<file path="config.mk">
export PLATFORM = sky130hd
export DESIGN_NAME = sctlo_top
export DESIGN_NICKNAME = d
export VERILOG_FILES = /design/src/verilog/sctlo_pkg.sv /design/src/verilog/sctlo_snap_if.sv /design/src/verilog/sctlo_snapshot_gen.sv /design/src/verilog/sctlo_top.sv
export SDC_FILE = /design/constraint.sdc
export NUM_CORES = 1
export LEC_CHECK = 0
export ABC_AREA = 1
export BUFFER_PORTS_ARGS = -buffer_cell sky130_fd_sc_hd__clkbuf_2
export CAP_MARGIN = 20
export CORE_ASPECT_RATIO = 2
export CORE_MARGIN = 5
export CORE_UTILIZATION = 54
export CTS_CLUSTER_DIAMETER = 120
export DETAILED_ROUTE_END_ITERATION = 12
export GPL_TIMING_DRIVEN = 0
export HOLD_SLACK_MARGIN = 0.03
export PLACE_DENSITY = 0.83
export SKIP_CTS_REPAIR_TIMING = 1
export SYNTH_ARGS = -nofsm -noshare
export SYNTH_HDL_FRONTEND = slang
export SYNTH_SLANG_ARGS = --single-unit
</file>
<file path="constraint.sdc">
create_clock -name pclk -period 2.06 [get_ports pclk]
set_input_delay 0.103 -clock pclk [delete_from_list [all_inputs] [get_ports pclk]]
set_output_delay 0.103 -clock pclk [all_outputs]
set_load 0.02 [all_outputs]
</file>
<file path="src/verilog/sctlo_pkg.sv">
`default_nettype none
package sctlo_pkg;
    // Register indices; byte address is four times the index
    localparam logic [11:0] CMD_IDX      = 12'h40f;
    localparam logic [11:0] STAT_IDX     = 12'h410;
    localparam logic [7:0]  STAT_IDX_HI  = 8'h41;
    localparam logic [11:0] CNT_HI_IDX   = 12'h430;
    localparam logic [11:0] CNT_MID_IDX  = 12'h431;
    localparam logic [11:0] CNT_LO_IDX   = 12'h432;
    localparam logic [11:0] CNT_SEL_IDX  = 12'h433;
    localparam logic [11:0] IRQ_STAT_IDX = 12'h440;
    localparam logic [11:0] IRQ_CLR_IDX  = 12'h441;
    localparam logic [11:0] IRQ_EN_IDX   = 12'h442;

    // Command register layout and reset
    localparam logic [15:0] CMD_RESET    = 16'h0080;
    localparam int          CMD_OP_LSB   = 0;
    localparam int          CMD_DIR_BIT  = 2;
    localparam int          CMD_IEN_BIT  = 3;
    localparam int          CMD_TGL_BIT  = 6;
    localparam int          CMD_DONE_BIT = 7;
    localparam int          CMD_MODE_LSB = 8;
    localparam int          CMD_MAN_BIT  = 10;
    localparam int          CMD_RSV_BIT  = 11;

    // Link overflow status: 16 links, 13 live bits each
    localparam int          NUM_LINKS    = 16;
    localparam int          STAT_W       = 13;
    localparam logic [12:0] STAT_RESET   = 13'h0000;

    // Block interrupt status bits
    localparam int          IRQ_W        = 3;
    localparam int          IRQ_DONE_BIT = 0;
    localparam int          IRQ_SNAP_BIT = 1;
    localparam int          IRQ_OVF_BIT  = 2;
    localparam logic [2:0]  IRQ_RESET    = 3'h0;

    // Strobe divider for the divided snapshot mode
    localparam int          STROBE_DIV      = 8000;
    localparam logic [13:0] STROBE_DIV_LAST = 14'(STROBE_DIV - 1);

    typedef enum logic [1:0] {
        LATCH_OFF   = 2'b00,
        LATCH_EVERY = 2'b01,
        LATCH_DIV   = 2'b10,
        LATCH_SW    = 2'b11
    } sctlo_latch_t;

    typedef enum logic [1:0] {
        OP_INIT  = 2'b00,
        OP_VALUE = 2'b01,
        OP_IEN   = 2'b10,
        OP_NONE  = 2'b11
    } sctlo_op_t;

    typedef enum logic [0:0] {
        XF_IDLE = 1'b0,
        XF_WAIT = 1'b1
    } sctlo_xfer_t;
endpackage
`default_nettype wire

</file>
<file path="src/verilog/sctlo_snap_if.sv">
`timescale 1ns/10ps
`default_nettype none
// Snapshot control between register bank and strobe generator
interface sctlo_snap_if;
    import sctlo_pkg::*;
    sctlo_latch_t mode;
    logic         manual;
    logic         snap;
    modport ctrl (output mode, output manual, input snap);
    modport gen  (input mode, input manual, output snap);
endinterface
`default_nettype wire

</file>
<file path="src/verilog/sctlo_snapshot_gen.sv">
`timescale 1ns/10ps
`default_nettype none
module sctlo_snapshot_gen
    import sctlo_pkg::*;
(
    input  wire logic        pclk,
    input  wire logic        presetn,
    input  wire logic        counter_snapshot_strobe_pin,
    sctlo_snap_if.gen        sif
);
    logic [2:0]  strobe_sh;
    logic        strobe_rise;
    logic [13:0] div_cnt;
    logic        next_snap;

    // Two-stage synchroniser, third stage only for edge detect
    always_ff @(posedge pclk or negedge presetn) begin
        if (!presetn) begin
            strobe_sh <= 3'h0;
        end else begin
            strobe_sh <= {strobe_sh[1:0], counter_snapshot_strobe_pin};
        end
    end
    assign strobe_rise = strobe_sh[1] & ~strobe_sh[2];

    // Edge counter; held at zero outside the divided mode
    always_ff @(posedge pclk or negedge presetn) begin
        if (!presetn) begin
            div_cnt <= 14'h0;
        end else if (sif.mode != LATCH_DIV) begin
            div_cnt <= 14'h0;
        end else if (strobe_rise) begin
            div_cnt <= (div_cnt == STROBE_DIV_LAST) ? 14'h0 : div_cnt + 14'h1;
        end
    end

    // Mode picks the snapshot source
    always_comb begin
        case (sif.mode)
            LATCH_OFF:   next_snap = 1'b0;
            LATCH_EVERY: next_snap = strobe_rise;
            LATCH_DIV:   next_snap = strobe_rise && (div_cnt == STROBE_DIV_LAST);
            LATCH_SW:    next_snap = sif.manual;
            default:     next_snap = 1'b0;
        endcase
    end

    always_ff @(posedge pclk or negedge presetn) begin
        if (!presetn) begin
            sif.snap <= 1'b0;
        end else begin
            sif.snap <= next_snap;
        end
    end
endmodule
`default_nettype wire

</file>
<file path="src/verilog/sctlo_top.sv">
`timescale 1ns/10ps
`default_nettype none
// Behaviour
// - Mode 00 none, 01 every strobe edge, 10 every 8000 edges, 11 software.
// - In mode 11 a 0-to-1 write of the manual bit snapshots all counters.
// - Command bit 7 reads 1 when transfer done, 0 while pending; resets 0x0080.
// - Command bit 6 inverts on every host write access.
// - Op 00 clears counters, 01 moves value, 10 moves enable bit, 11 unused.
// - Direction 0 writes host data to counter, 1 reads counter to host.
// - Bit 3 is the enable value, applied only when op is 10.
// - Sixteen link status registers, working only while both line clocks run.
// - Bit 12 sets on receive cell FIFO overflow; writing 0 clears.
// - Bits 11..8 set on input cell counter overflows; writing 0 clears.
// - Bits 7..4 set on transmit line counter overflows.
// - Bits 3..1 set on receive line counter overflows.
// - Status bits 15..13 always read zero.
// - Bit 0 sets on bad control cell counter overflow.
// - Upper data register reads byte 3 of the selected counter.
module sctlo_top
    import sctlo_pkg::*;
(
    input  wire logic                               pclk,
    input  wire logic                               presetn,
    input  wire logic                               psel,
    input  wire logic                               penable,
    input  wire logic                               pwrite,
    input  wire logic [15:0]                        paddr,
    input  wire logic [31:0]                        pwdata,
    output logic      [31:0]                        prdata,
    output logic                                    pready,
    output logic                                    pslverr,
    input  wire logic                               counter_snapshot_strobe_pin,
    input  wire logic                               receive_line_clock_alive,
    input  wire logic                               transmit_line_clock_alive,
    input  wire logic [NUM_LINKS-1:0][STAT_W-1:0]   link_ovf_event,
    output logic                                    counter_snapshot,
    output logic                                    cnt_req,
    output sctlo_op_t                               cnt_op,
    output logic                                    cnt_dir,
    output logic                                    cnt_ien,
    output logic      [15:0]                        cnt_sel,
    output logic      [31:0]                        cnt_wdata,
    input  wire logic                               cnt_ack,
    input  wire logic [31:0]                        cnt_rdata,
    output logic                                    irq
);
    sctlo_snap_if sif ();

    logic [11:0]               idx;
    logic                      addr_ok;
    logic                      hit_cmd;
    logic                      hit_stat;
    logic [3:0]                link_sel;
    logic                      wr_en;
    logic                      rd_setup;
    logic [31:0]               next_rdata;
    logic                      next_err;
    logic                      err_q;
    sctlo_latch_t              cmd_mode;
    logic                      cmd_manual;
    logic                      cmd_rsv;
    logic [5:0]                cmd_low;
    logic                      cmd_tgl;
    logic [15:0]               cmd_rd;
    logic                      manual_pulse;
    sctlo_xfer_t               xf;
    logic                      start;
    logic                      xfer_done;
    sctlo_op_t                 req_op;
    logic                      req_dir;
    logic                      req_ien;
    logic [31:0]               cnt_data;
    logic [15:0]               sel_q;
    logic [1:0]                alive_s1;
    logic [1:0]                alive_s2;
    logic                      lines_ok;
    logic [NUM_LINKS-1:0][STAT_W-1:0] stat_q;
    logic [IRQ_W-1:0]          irq_stat;
    logic [IRQ_W-1:0]          irq_en;
    logic [IRQ_W-1:0]          irq_set;

    // Address decode; unaligned or out-of-window addresses are unmapped
    assign idx      = paddr[13:2];
    assign addr_ok  = (paddr[15:14] == 2'b00) && (paddr[1:0] == 2'b00);
    assign hit_cmd  = addr_ok && (idx == CMD_IDX);
    assign hit_stat = addr_ok && (idx[11:4] == STAT_IDX_HI);
    assign link_sel = idx[3:0];
    assign wr_en    = psel && penable && pwrite;
    assign rd_setup = psel && !penable;

    // Zero wait states: read data is captured in the setup cycle
    assign pready  = psel && penable;
    assign pslverr = psel && penable && err_q;

    // Command readback: done is live state, bits 15..12 read zero
    assign cmd_rd = {4'h0, cmd_rsv, cmd_manual, cmd_mode, (xf == XF_IDLE), cmd_tgl, cmd_low};

    // Read mux and unmapped detection
    always_comb begin
        next_rdata = 32'h0;
        next_err   = 1'b0;
        if (!addr_ok) begin
            next_err = 1'b1;
        end else if (hit_cmd) begin
            next_rdata = {16'h0, cmd_rd};
        end else if (hit_stat) begin
            next_rdata = {19'h0, stat_q[link_sel]};
        end else if (idx == CNT_HI_IDX) begin
            next_rdata = {24'h0, cnt_data[31:24]};
        end else if (idx == CNT_MID_IDX) begin
            next_rdata = {16'h0, cnt_data[23:8]};
        end else if (idx == CNT_LO_IDX) begin
            next_rdata = {24'h0, cnt_data[7:0]};
        end else if (idx == CNT_SEL_IDX) begin
            next_rdata = {16'h0, sel_q};
        end else if (idx == IRQ_STAT_IDX) begin
            next_rdata = {29'h0, irq_stat};
        end else if (idx == IRQ_EN_IDX) begin
            next_rdata = {29'h0, irq_en};
        end else if (idx != IRQ_CLR_IDX) begin
            next_err = 1'b1;
        end
    end

    always_ff @(posedge pclk or negedge presetn) begin
        if (!presetn) begin
            prdata <= 32'h0;
            err_q  <= 1'b0;
        end else if (rd_setup) begin
            prdata <= pwrite ? 32'h0 : next_rdata;
            err_q  <= next_err;
        end
    end

    // Command fields; reserved bit 11 is stored as written, bits 15..12 are not stored
    always_ff @(posedge pclk or negedge presetn) begin
        if (!presetn) begin
            cmd_mode   <= sctlo_latch_t'(CMD_RESET[CMD_MODE_LSB+:2]);
            cmd_manual <= CMD_RESET[CMD_MAN_BIT];
            cmd_rsv    <= CMD_RESET[CMD_RSV_BIT];
            cmd_low    <= CMD_RESET[5:0];
        end else if (wr_en && hit_cmd) begin
            cmd_mode   <= sctlo_latch_t'(pwdata[CMD_MODE_LSB+:2]);
            cmd_manual <= pwdata[CMD_MAN_BIT];
            cmd_rsv    <= pwdata[CMD_RSV_BIT];
            cmd_low    <= pwdata[5:0];
        end
    end

    // Toggle bit flips on any write, whatever address or data
    always_ff @(posedge pclk or negedge presetn) begin
        if (!presetn) begin
            cmd_tgl <= CMD_RESET[CMD_TGL_BIT];
        end else if (wr_en) begin
            cmd_tgl <= ~cmd_tgl;
        end
    end

    // Manual latch only on a 0-to-1 change with software mode written
    always_ff @(posedge pclk or negedge presetn) begin
        if (!presetn) begin
            manual_pulse <= 1'b0;
        end else begin
            manual_pulse <= wr_en && hit_cmd && pwdata[CMD_MAN_BIT] && !cmd_manual
                            && (pwdata[CMD_MODE_LSB+:2] == LATCH_SW);
        end
    end

    assign sif.mode         = cmd_mode;
    assign sif.manual       = manual_pulse;
    assign counter_snapshot = sif.snap;

    sctlo_snapshot_gen u_snap (
        .pclk                        (pclk),
        .presetn                     (presetn),
        .counter_snapshot_strobe_pin (counter_snapshot_strobe_pin),
        .sif                         (sif)
    );

    // A new command is refused while one is pending
    assign start     = wr_en && hit_cmd && (pwdata[1:0] != OP_NONE) && (xf == XF_IDLE);
    assign xfer_done = (xf == XF_WAIT) && cnt_ack;

    always_ff @(posedge pclk or negedge presetn) begin
        if (!presetn) begin
            xf <= XF_IDLE;
        end else begin
            case (xf)
                XF_IDLE: if (start) begin
                    xf <= XF_WAIT;
                end
                XF_WAIT: if (cnt_ack) begin
                    xf <= XF_IDLE;
                end
                default: xf <= XF_IDLE;
            endcase
        end
    end

    // Request fields frozen for the whole transfer
    always_ff @(posedge pclk or negedge presetn) begin
        if (!presetn) begin
            req_op  <= OP_INIT;
            req_dir <= 1'b0;
            req_ien <= 1'b0;
        end else if (start) begin
            req_op  <= sctlo_op_t'(pwdata[CMD_OP_LSB+:2]);
            req_dir <= pwdata[CMD_DIR_BIT];
            req_ien <= pwdata[CMD_IEN_BIT];
        end
    end

    assign cnt_req   = (xf == XF_WAIT);
    assign cnt_op    = req_op;
    assign cnt_dir   = req_dir;
    assign cnt_ien   = req_ien && (req_op == OP_IEN);
    assign cnt_sel   = sel_q;
    assign cnt_wdata = cnt_data;

    // Counter data: read-back from the bank wins over a host write
    always_ff @(posedge pclk or negedge presetn) begin
        if (!presetn) begin
            cnt_data <= 32'h0;
        end else if (xfer_done && req_dir && (req_op != OP_INIT)) begin
            cnt_data <= cnt_rdata;
        end else if (wr_en && addr_ok && (idx == CNT_HI_IDX)) begin
            cnt_data[31:24] <= pwdata[7:0];
        end else if (wr_en && addr_ok && (idx == CNT_MID_IDX)) begin
            cnt_data[23:8] <= pwdata[15:0];
        end else if (wr_en && addr_ok && (idx == CNT_LO_IDX)) begin
            cnt_data[7:0] <= pwdata[7:0];
        end
    end

    always_ff @(posedge pclk or negedge presetn) begin
        if (!presetn) begin
            sel_q <= 16'h0;
        end else if (wr_en && addr_ok && (idx == CNT_SEL_IDX)) begin
            sel_q <= pwdata[15:0];
        end
    end

    // Line clock alive levels come from another domain
    always_ff @(posedge pclk or negedge presetn) begin
        if (!presetn) begin
            alive_s1 <= 2'b00;
            alive_s2 <= 2'b00;
        end else begin
            alive_s1 <= {transmit_line_clock_alive, receive_line_clock_alive};
            alive_s2 <= alive_s1;
        end
    end
    assign lines_ok = &alive_s2;

    // Per-link sticky status; writing 0 clears, a same-cycle event wins
    for (genvar i = 0; i < NUM_LINKS; i++) begin : g_link
        always_ff @(posedge pclk or negedge presetn) begin
            if (!presetn) begin
                stat_q[i] <= STAT_RESET;
            end else if (lines_ok) begin
                stat_q[i] <= (stat_q[i]
                              & ~((wr_en && hit_stat && link_sel == 4'(i)) ? ~pwdata[12:0] : 13'h0))
                             | link_ovf_event[i];
            end
        end
    end

    // Block interrupt: sticky events, write-1 clear, enable mask
    assign irq_set[IRQ_DONE_BIT] = xfer_done;
    assign irq_set[IRQ_SNAP_BIT] = sif.snap;
    assign irq_set[IRQ_OVF_BIT]  = lines_ok && (|link_ovf_event);

    always_ff @(posedge pclk or negedge presetn) begin
        if (!presetn) begin
            irq_stat <= IRQ_RESET;
            irq_en   <= IRQ_RESET;
        end else begin
            irq_stat <= (irq_stat & ~((wr_en && addr_ok && idx == IRQ_CLR_IDX)
                                      ? pwdata[IRQ_W-1:0] : IRQ_RESET)) | irq_set;
            if (wr_en && addr_ok && (idx == IRQ_EN_IDX)) begin
                irq_en <= pwdata[IRQ_W-1:0];
            end
        end
    end
    assign irq = |(irq_stat & irq_en);
endmodule
`default_nettype wire
</file>
## After elaboration in Yosys (flattened, before gate mapping)

Index checks and enable logic that the tools add are counted.

- Input bits: 297
- Output and inout bits: 89
- Word-level logic and storage cells: 244
- Flip-flop bits (word level): 334

- Bitwise gates (word level): 57
- Reduce and logical (&&, ||, !) cells: 59
- $add $sub $neg: 1
- Order comparisons: 1
- Multiplexer cells: 52
- Equal/unequal tests: 35

Operators by type and width:

| cell | count |
|---|---|
| $mux 13 | 17 |
| $not 13->13 | 17 |
| $and 13x13->13 | 16 |
| $or 13x13->13 | 16 |
| $reduce_or 208->1 | 1 |
| $mux 32 | 6 |
| $eq 12x11->1 const B | 8 |
| $mux 16 | 4 |
| $bmux 13 s4 | 1 |
| $logic_and 1x1->1 | 43 |
| $mux 14 | 3 |
| $eq 4x4->1 const B | 8 |
| $mux 24 | 1 |
| $mux 8 | 3 |
| $eq 4x3->1 const B | 4 |
| $add 14x1->14 const B | 1 |
| $eq 14x13->1 const B | 1 |
| $mux 1 | 12 |
| $ne 12x11->1 const B | 1 |
| $reduce_bool 2->1 | 5 |
| $mux 3 | 3 |
| $eq 2x2->1 const B | 4 |
| $eq 4x2->1 const B | 2 |
| $eq 8x7->1 const B | 1 |
| other kinds (17) | 27 |

## Longest topological paths before layout

Gate-level depths: netlist (run 1).

- Depth after elaboration: 11
- Depth in mapped cells: 15

## Modules after synthesis

From an unflattened synthesis (run 1), not the netlist that was laid out.

- Cell total of the unflattened synthesis: 2266
- Area total of the unflattened synthesis: 16768.6 um^2

By module, submodules not included:

| module | area each (um^2) | times used | cells an instance |
|---|---|---|---|
| sctlo_top | 15721.3 | 1 | 2127 |
| sctlo_snapshot_gen | 1047.3 | 1 | 139 |

## Least setup slack after synthesis (run 1)

OpenSTA, ideal clock, no wires.

- Path kind: register to register
- Start point: register xf, in the netlist cnt_req
- End point: register cnt_data[17], in the netlist cnt_wdata[17]
- Clock period less this slack: 1510 ps
- Stages on the path, launching flop included: 7
- Setup slack: 550 ps
- Arrival time: 1395 ps
- Setup time: 116 ps
- Data required time: 1944 ps
- Path through: dfrtp_1 nand3_1 nor2_1 clkbuf_1 clkbuf_1 nand2_1 o311ai_0

- Word-level cells in the longest chain between the ends: 5

Ends and longest elaborated chain:

| item | RTL line | RTL |
|---|---|---|
| from (decl) | sctlo_top.sv:66 | `sctlo_xfer_t xf;` |
| from (signal assigned) | sctlo_top.sv:186 | `xf <= XF_IDLE;` |
| from (signal assigned) | sctlo_top.sv:190 | `xf <= XF_WAIT;` |
| from (signal assigned) | sctlo_top.sv:193 | `xf <= XF_IDLE;` |
| $logic_and 1x1->1 * | sctlo_top.sv:182 | `assign xfer_done = (xf == XF_WAIT) && cnt_ack;` |
| $logic_and 1x1->1 * (2 in series) | sctlo_top.sv:224 | `end else if (xfer_done && req_dir && (req_op != OP_INIT)) begin` |
| $ne 2x2->1 (no line) or $reduce_bool 2->1 (tied branches) | - |  |
| $reduce_and 2->1 (no line) | - |  |
| to (signal assigned) | sctlo_top.sv:225 | `cnt_data <= cnt_rdata;` |
| to (signal assigned) | sctlo_top.sv:229 | `cnt_data[23:8] <= pwdata[15:0];` |
| to (decl) | sctlo_top.sv:72 | `logic [31:0] cnt_data;` |

Mark *: on every way between the ends. The rest lies on a longest branch, timed or not.
A chain may end at the register's enable or synchronous reset.

## Worst setup path after layout (run 1)

- Start point: register alive_s2[1]
- End point: register stat_q[4] in the netlist's numbering

- Word-level cells in the longest chain between the ends: 1

Ends and longest elaborated chain:

| item | RTL line | RTL |
|---|---|---|
| from (decl) | sctlo_top.sv:75 | `logic [1:0] alive_s2;` |
| from (signal assigned) | sctlo_top.sv:250 | `alive_s2 <= alive_s1;` |
| $reduce_and 2->1 | sctlo_top.sv:253 | `assign lines_ok = &alive_s2;` |
| to (signal, indexed assignment) | sctlo_top.sv:261 | `stat_q[i] <= (stat_q[i]` |
| to (decl) | sctlo_top.sv:77 | `logic [NUM_LINKS-1:0][STAT_W-1:0] stat_q;` |

Every way passes these cells.

==> results of run 1 <==
[worst paths after layout]
| path | startpoint | end | cells after the start |
|---|---|---|---|
| worst max-delay path | alive_s2[1]$_DFF_PN0_ | stat_q[4]$_DFFE_PN0P_ | 6 |
| worst max register to register | alive_s2[1]$_DFF_PN0_ | stat_q[4]$_DFFE_PN0P_ | 6 |
| worst min register to register | alive_s1[0]$_DFF_PN0_ | alive_s2[0]$_DFF_PN0_ | 0 |
| min in group pclk | penable | prdata[14]$_DFFE_PN0P_ | 5 |
| worst min-delay path | presetn | stat_q[7]$_DFFE_PN0P_ | 1 |
| max in group asynchronous | presetn | u_snap.div_cnt[11]$_DFFE_PN0P_ | 3 |
[power breakdown]
group / total, W / switching (W) / internal [W] / leakage [nW]
registers: 0.00629 / 0.0000204 / 0.00627 / 3.32
clock network: 0.00571 / 0.00261 / 0.00310 / 0.480
logic: 0.00169 / 0.00102 / 0.000663 / 7.17
[critical path, cell delays in order, from the launching register on]
cell	delay, ns
dfrtp_1	0.40
nand2_2	0.30
inv_4	0.12
nand2_1	0.46
clkbuf_1	0.56
o21ai_0	0.20
o21ai_0	0.11
[layout by cell type, fill, tap and decap left out, drive strengths merged]
master       instances
nor2               198
o22ai               32
a31oi               11
dlygate4sd3        264
nand2              638
xnor2                3
or2                  8
o2111ai              1
o31ai                1
clkbuf             454
a21oi               13
nand3               47
bufinv               2
buf                 55
xor2                 3
clkinvlp             3
o211ai              16
o311ai               6
mux2                 2
o21bai               5
a21boi               3
clkinv              11
nor4                18
nor3                10
inv                314
nand4               42
dfrtp              318
diode                7
a32oi                3
ha                   1
o21ai              458
conb                16
o21a                 1
[sequential cells by signal (all words and copies together) (netlist names), 2 cells and up]
name	flops
stat_q	208
irq_stat	3
alive_s1	2
irq_en	3
u_snap.strobe_sh	3
cmd_mode	2
alive_s2	2
cnt_sel	16
cnt_op	2
u_snap.div_cnt	14
prdata	16
cnt_wdata	32
cmd_low	6
[per-layer routing]
layer	vias up	track usage [%]	share of wire (%)
met4	2	38.9	13
met1	9228	37.3	30
met2	1653	67.6	48
li1	8595	-	-
met5	-	0	0.019
met3	623	5.19	9.3
[metrics by stage]
| step | hold WS, ns | TNS (ns) | util (%) | worst slack [ns] |
|---|---|---|---|---|
| after floorplan | -0.193 | 0 | - | 0.550 |
| after global placement | 0.211 | -1850.07 | 61.7 | -5.83 |
| after detailed placement | 0.214 | -17.36 | 61.9 | -0.333 |
| after CTS | -0.394 | -17.55 | 65.1 | -0.338 |
| after global routing | -0.255 | -8.22 | 73.8 | -0.242 |
| final | -0.350 | -3.24 | 73.8 | -0.197 |
[final cells by class]
class / count / area [sq um] / share of cell area (%)
sequential: 318 / 7960 / 35.1
multi-input combinational: 1536 / 7040 / 31.0
timing repair buffer: 617 / 4460 / 19.7
inverter: 315 / 1190 / 5.25
clock buffer: 38 / 831 / 3.66
buffer: 118 / 582 / 2.56
tap: 372 / 465 / 2.05
clock inverter: 15 / 144 / 0.634
antenna: 7 / 17.5 / 0.0772
[logic make-up (layout without fill, tap and decap cells)]
family / Yosys count / after routing / synth area share (%)
other cells: 1 / 23 / 0.0225
compound gates: 550 / 550 / 17.5
flops: 318 / 318 / 47.7
fa+ha+maj: 1 / 1 / 0.0750
simple gates: 961 / 961 / 23.7
buf+inv: 433 / 1103 / 10.5
xor+xnor: 6 / 6 / 0.315
mux: 2 / 2 / 0.135
==> results by group, run 1 <==
Status
  – Status: complete, but fails checks
  – Failing checks: hold timing, setup timing

Power
  – Leakage: roughly 11 nW
  – Total power: around 0.014 W
  – Peak VDD IR: ~0.65 mV
  – Pwr dens: ~600 nW/um^2

Synthesis
  – Synth cell count leaders: nand2_1, o21ai_0, dfrtp_1
  – Post-synth top area share: between 40% and 50%
  – Post-synth top area cell: dfrtp_1
  – Count of cell types in the netlist: 44
  – Most common cell in the netlist: nand2_1
  – Synth area leaders: dfrtp_1, nand2_1, o21ai_0
  – Mapped Area: approximately 17000 sq um
  – Synth Instances: around 2.3k
  – Synth warnings: 0
  – Ys async rst share: 100%
  – EDFF count, synth: 0
  – Register area share after synthesis: between 40% and 50%
  – Synthesized area per cell: approximately 7.3 sq um
  – Register bit total from synthesis: about 320
  – Ys flop type: dfrtp_1

CTS
  – Clock root cell: clkbuf_16
  – Clock Pin Slew Worst Setup and Hold Paths: 0.07 ns
  – Clk Latency, worst-skew pair: around 0.60 ns
  – CTS buffer count: 30
  – CTS tree: yes
  – Clk buf depth: 3
  – Clock sinks: around 320
  – H-Tree Depth: 1

STA
  – Setup Skew: 0.0218 ns
  – Final worst path period share: 110%
  – Final setup fails: 47
  – Actual slew at the worst max-slew pin: 1.02 ns
  – WHS: -0.350 ns
  – Post-route minimum period: between 2 and 2.5 ns
  – Final Max Slew Viols: 0
  – Max-slew headroom: 31.4%
  – Hold Violations, Final: 112
  – Setup ws final: -0.197 ns
  – Max Clock Freq: 0.443 GHz

Floorplan
  – Site row count: about 90
  – Die X: 134 um
  – Starting Density: between 50% and 60%
  – Die area: 34700 sq um
  – Die height: 259 um
  – I/O pin total: roughly 390
  – Core Region: 30700 sq um

Place
  – Inst Count DP: between 3k and 4k
  – Routability Congestion: between 0.9 and 1
  – DP HPWL: around 55 mm
  – Post-place instance area: roughly 19000 sq um
  – I/O Buffers: about 350

Global route
  – Largest net degree at the start of global routing: 115
  – First-pass GRT wire length: 101 mm
  – GR Util All Layers: 38.6%
  – Initial antenna violation count: 7
  – Final global-route overflow total: 0
  – Vias in the first global route: between 15k and 20k

Detailed routing
  – Initial DRC Count: slightly above 2k
  – Vias per cell: around 6
  – Vias post-DR: 20.1k
  – Drt first pass iters: 9
  – Wirelength per Cell: about 24 um
  – Final ANT Viol Nets: 0
  – Post-Route WL: between 80 and 90 mm
  – Drc violations: 0

Run
  – Maximum capacitance violations: 0

Finish
  – Design Area, Final: between 20000 and 25000 sq um
  – Area Overhead vs Synth: 36.0%
  – Layout cells sized above 1: between 10% and 20%
  – # fillers: roughly 2.3k
  – Fin cells: ~3.3k
  – Nets@finish: 3234

Worst hold path
  – Worst Hold Class: in2async

Setup path
  – WP data arrival: 2.75 ns
  – Setup crit start kind: flip-flop
  – WP data required: between 2 and 3 ns
  – Worst reg-to-reg setup slack: -0.20 ns
  – Critical path capture point type: flip-flop
  – Max Fanout on Critical Path: 10
  – Setup CP Type: reg2reg
No activity file was read; power rests on OpenSTA's default activity.
==> inputs of run 2 (changes only) <==
Settings changed: TNS_END_PERCENT set to 30.
==> results by group, run 2 (same netlist as run 1, synthesis figures left out) <==
Detailed routing
  – Wirelength per Cell: 23.9 um (was 24.0 um)
  – Final ANT Viol Nets: 0 (unchanged)
  – Drc violations: 0 (unchanged)
  – Vias per cell: 5.98 (was 6.03)
  – Drt first pass iters: 8 (was 9)
  – Initial DRC Count: 2185 (was 2067)
  – Vias post-DR: 19.9k (was 20.1k)
  – Post-Route WL: 79.7 mm (was 80.1 mm)

Floorplan
  – Core Region: 30700 sq um (unchanged)
  – Starting Density: 54.3% (unchanged)
  – Die X: 134 um (unchanged)
  – Site row count: 91 (unchanged)
  – I/O pin total: 386 (unchanged)
  – Die area: 34700 sq um (unchanged)
  – Die height: 259 um (unchanged)

Finish
  – Most common cell after layout, fill and taps aside: nand2_1 (unchanged)
  – Max reg flops: 208 (unchanged)
  – Nets@finish: 3235 (was 3234)
  – # fillers: 2264 (was 2269)
  – Most flops, register: stat_q (unchanged)
  – Design Area, Final: 22700 sq um (about the same)
  – Most frequent cells in the layout: nand2_1, clkbuf_2, o21ai_0, dfrtp_1, inv_1 (unchanged)
  – Post-layout util: 73.8% (about the same)
  – Area Overhead vs Synth: 36.1% (was 36.0%)
  – Layout cells sized above 1: 17.6% (was 17.7%)

Setup path
  – WP data arrival: 2.67 ns (was 2.75 ns)
  – CP max stage cell: clkbuf_2 (was clkbuf_1)
  – Setup crit start kind: flip-flop (unchanged)
  – Critical path's largest stage delay: 0.45 ns (was 0.56 ns)
  – WP data required: 2.49 ns (was 2.55 ns)
  – Cell mode on critical path: o21ai_0 (unchanged)
  – Worst reg-to-reg setup slack: -0.17 ns (was -0.20 ns)
  – Critical Path Start: alive_s2[1]$_DFF_PN0_ (unchanged)
  – Worst reg2reg startpoint: alive_s2[1]$_DFF_PN0_ (unchanged)
  – Cells along the critical path: nand2_2, inv_4, nand2_1, clkbuf_2, o21ai_0, o21ai_0 (was nand2_2, inv_4, nand2_1, clkbuf_1, o21ai_0, o21ai_0)
  – Setup CP Type: reg2reg (unchanged)
  – Critical path capture point type: flip-flop (unchanged)
  – Max Fanout on Critical Path: 10 (unchanged)
  – Cell class contributing the biggest share of worst-path delay: buffers and inverters (was simple AND/OR/NAND/NOR gates)
  – CP bufs+invs: 2 (unchanged)

STA
  – Final setup fails: 46 (was 47)
  – Post-route minimum period: 2.23 ns (was 2.26 ns)
  – Max Clock Freq: 0.448 GHz (was 0.443 GHz)
  – RSZ-0062 raised after global routing: true
  – Setup ws final: -0.174 ns (was -0.197 ns)
  – Hold Violations, Final: 0 (was 112)
  – Final worst path period share: 108% (was 110%)
  – Actual slew at the worst max-slew pin: 0.952 ns (was 1.02 ns)
  – Setup Skew: 0.0183 ns (was 0.0218 ns)
  – Final Max Slew Viols: 0 (unchanged)
  – Max-slew headroom: 36.1% (was 31.4%)

Status
  – Status: complete, but fails checks (unchanged)
  – Failing checks: setup timing (was hold timing, setup timing)

Power
  – Sw Pwr: 0.00365 W (about the same)
  – Sequential share of power: 46.0% (about the same)
  – Sw Share: 26.7% (about the same)
  – Pwr dens: 603 nW/um^2 (about the same)
  – Peak VDD IR: 0.648 mV (was 0.653 mV)
  – Internal power: 0.0100 W (about the same)
  – Leakage: 11.0 nW (about the same)
  – Comb power frac: 12.3% (about the same)
  – Clk network pwr share: 41.7% (about the same)

Run
  – Maximum capacitance violations: 0 (unchanged)

Global route
  – First-pass GRT wire length: 101 mm (unchanged)
  – GR Util All Layers: 38.6% (unchanged)
  – Vias in the first global route: 18.2k (unchanged)
  – Final global-route overflow total: 0 (unchanged)
  – Initial antenna violation count: 7 (unchanged)
  – Largest net degree at the start of global routing: 115 (unchanged)

CTS
  – CTS tree: yes (unchanged)
  – CTS buffer count: 30 (unchanged)
  – H-Tree Depth: 1 (unchanged)
  – Clock sinks: 318 (unchanged)
  – Clk buf depth: 3 (unchanged)
  – Clock root cell: clkbuf_16 (unchanged)
  – Clk Latency, worst-skew pair: 0.60 ns (about the same)
  – Clock Pin Slew Worst Setup and Hold Paths: 0.07 ns (about the same)

Place
  – Post-place instance area: 19000 sq um (unchanged)
  – Routability Congestion: 0.992 (unchanged)
  – I/O Buffers: 351 (unchanged)
  – Place WS: -0.333 ns (unchanged)
  – DP HPWL: 54.7 mm (unchanged)

Worst hold path
  – Worst Hold Class: in2reg (was in2async)
  – Worst hold start: penable
[run 2: changes by cell type in the layout (fill, tap and decap cells not counted)]
cell,change
clkbuf_2,-1
dlygate4sd3_1,+1
clkbuf_1,+1
[run 2: layer usage]
layer	vias to the layer above	share of wire (%)	GRT usage [%]
li1	8598	-	-
met1	9183	30	37.3
met2	1573	48	67.6
met3	584	8.8	5.19
met4	4	13	38.9
met5	-	0.038	0
[run 2: per-stage QoR]
stage	setup TNS, ns	hold WS [ns]	power, W	std cells
2_1_floorplan	0	-0.193	0.00683	2287
3_3_place_gp	-1850.07	0.211	0.00754	3010
3_5_place_dp	-17.36	0.214	0.00756	3012
4_1_cts	-17.55	-0.394	0.0131	3065
5_1_grt	-8.53	0.0936	0.0140	3335
6_report	-2.54	0.0376	0.0137	3337
[run 2: worst register-to-register path: stages (launching register included)]
cell	delay (ns)
dfrtp_1	0.37
nand2_2	0.23
inv_4	0.20
nand2_1	0.34
clkbuf_2	0.45
o21ai_0	0.33
o21ai_0	0.16
[run 2: final cells by class]
cell class                      count  area (sq um)  share of cell area (%)
Sequential cell                   318          7960                    35.1
Multi-Input combinational cell   1536          7040                    31.0
Timing Repair Buffer              618          4470                    19.7
Inverter                          315          1190                    5.25
Clock buffer                       38           831                    3.66
Buffer                            118           581                    2.56
Tap cell                          372           465                    2.05
Clock inverter                     15           144                   0.634
Antenna cell                        7          17.5                  0.0772
[run 2: power groups by stage]
stage               Sequential [W]  Clock, W  Combinational, W
finish                     0.00629   0.00571           0.00169
global route               0.00629   0.00594           0.00177
CTS                        0.00629   0.00564           0.00116
detailed placement         0.00641         0           0.00116
global placement           0.00641         0           0.00113
floorplan                  0.00640         0          0.000425
[run 2: worst paths after layout]
kind / cells past startpoint / endpoint
setup / recovery: 6 / stat_q[6]$_DFFE_PN0P_
hold / removal: 5 / prdata[14]$_DFFE_PN0P_
setup reg to reg: 6 / stat_q[6]$_DFFE_PN0P_
hold reg to reg: 0 / alive_s2[0]$_DFF_PN0_
max in group asynchronous: 4 / u_snap.div_cnt[10]$_DFFE_PN0P_
min in group asynchronous: 2 / stat_q[148]$_DFFE_PN0P_
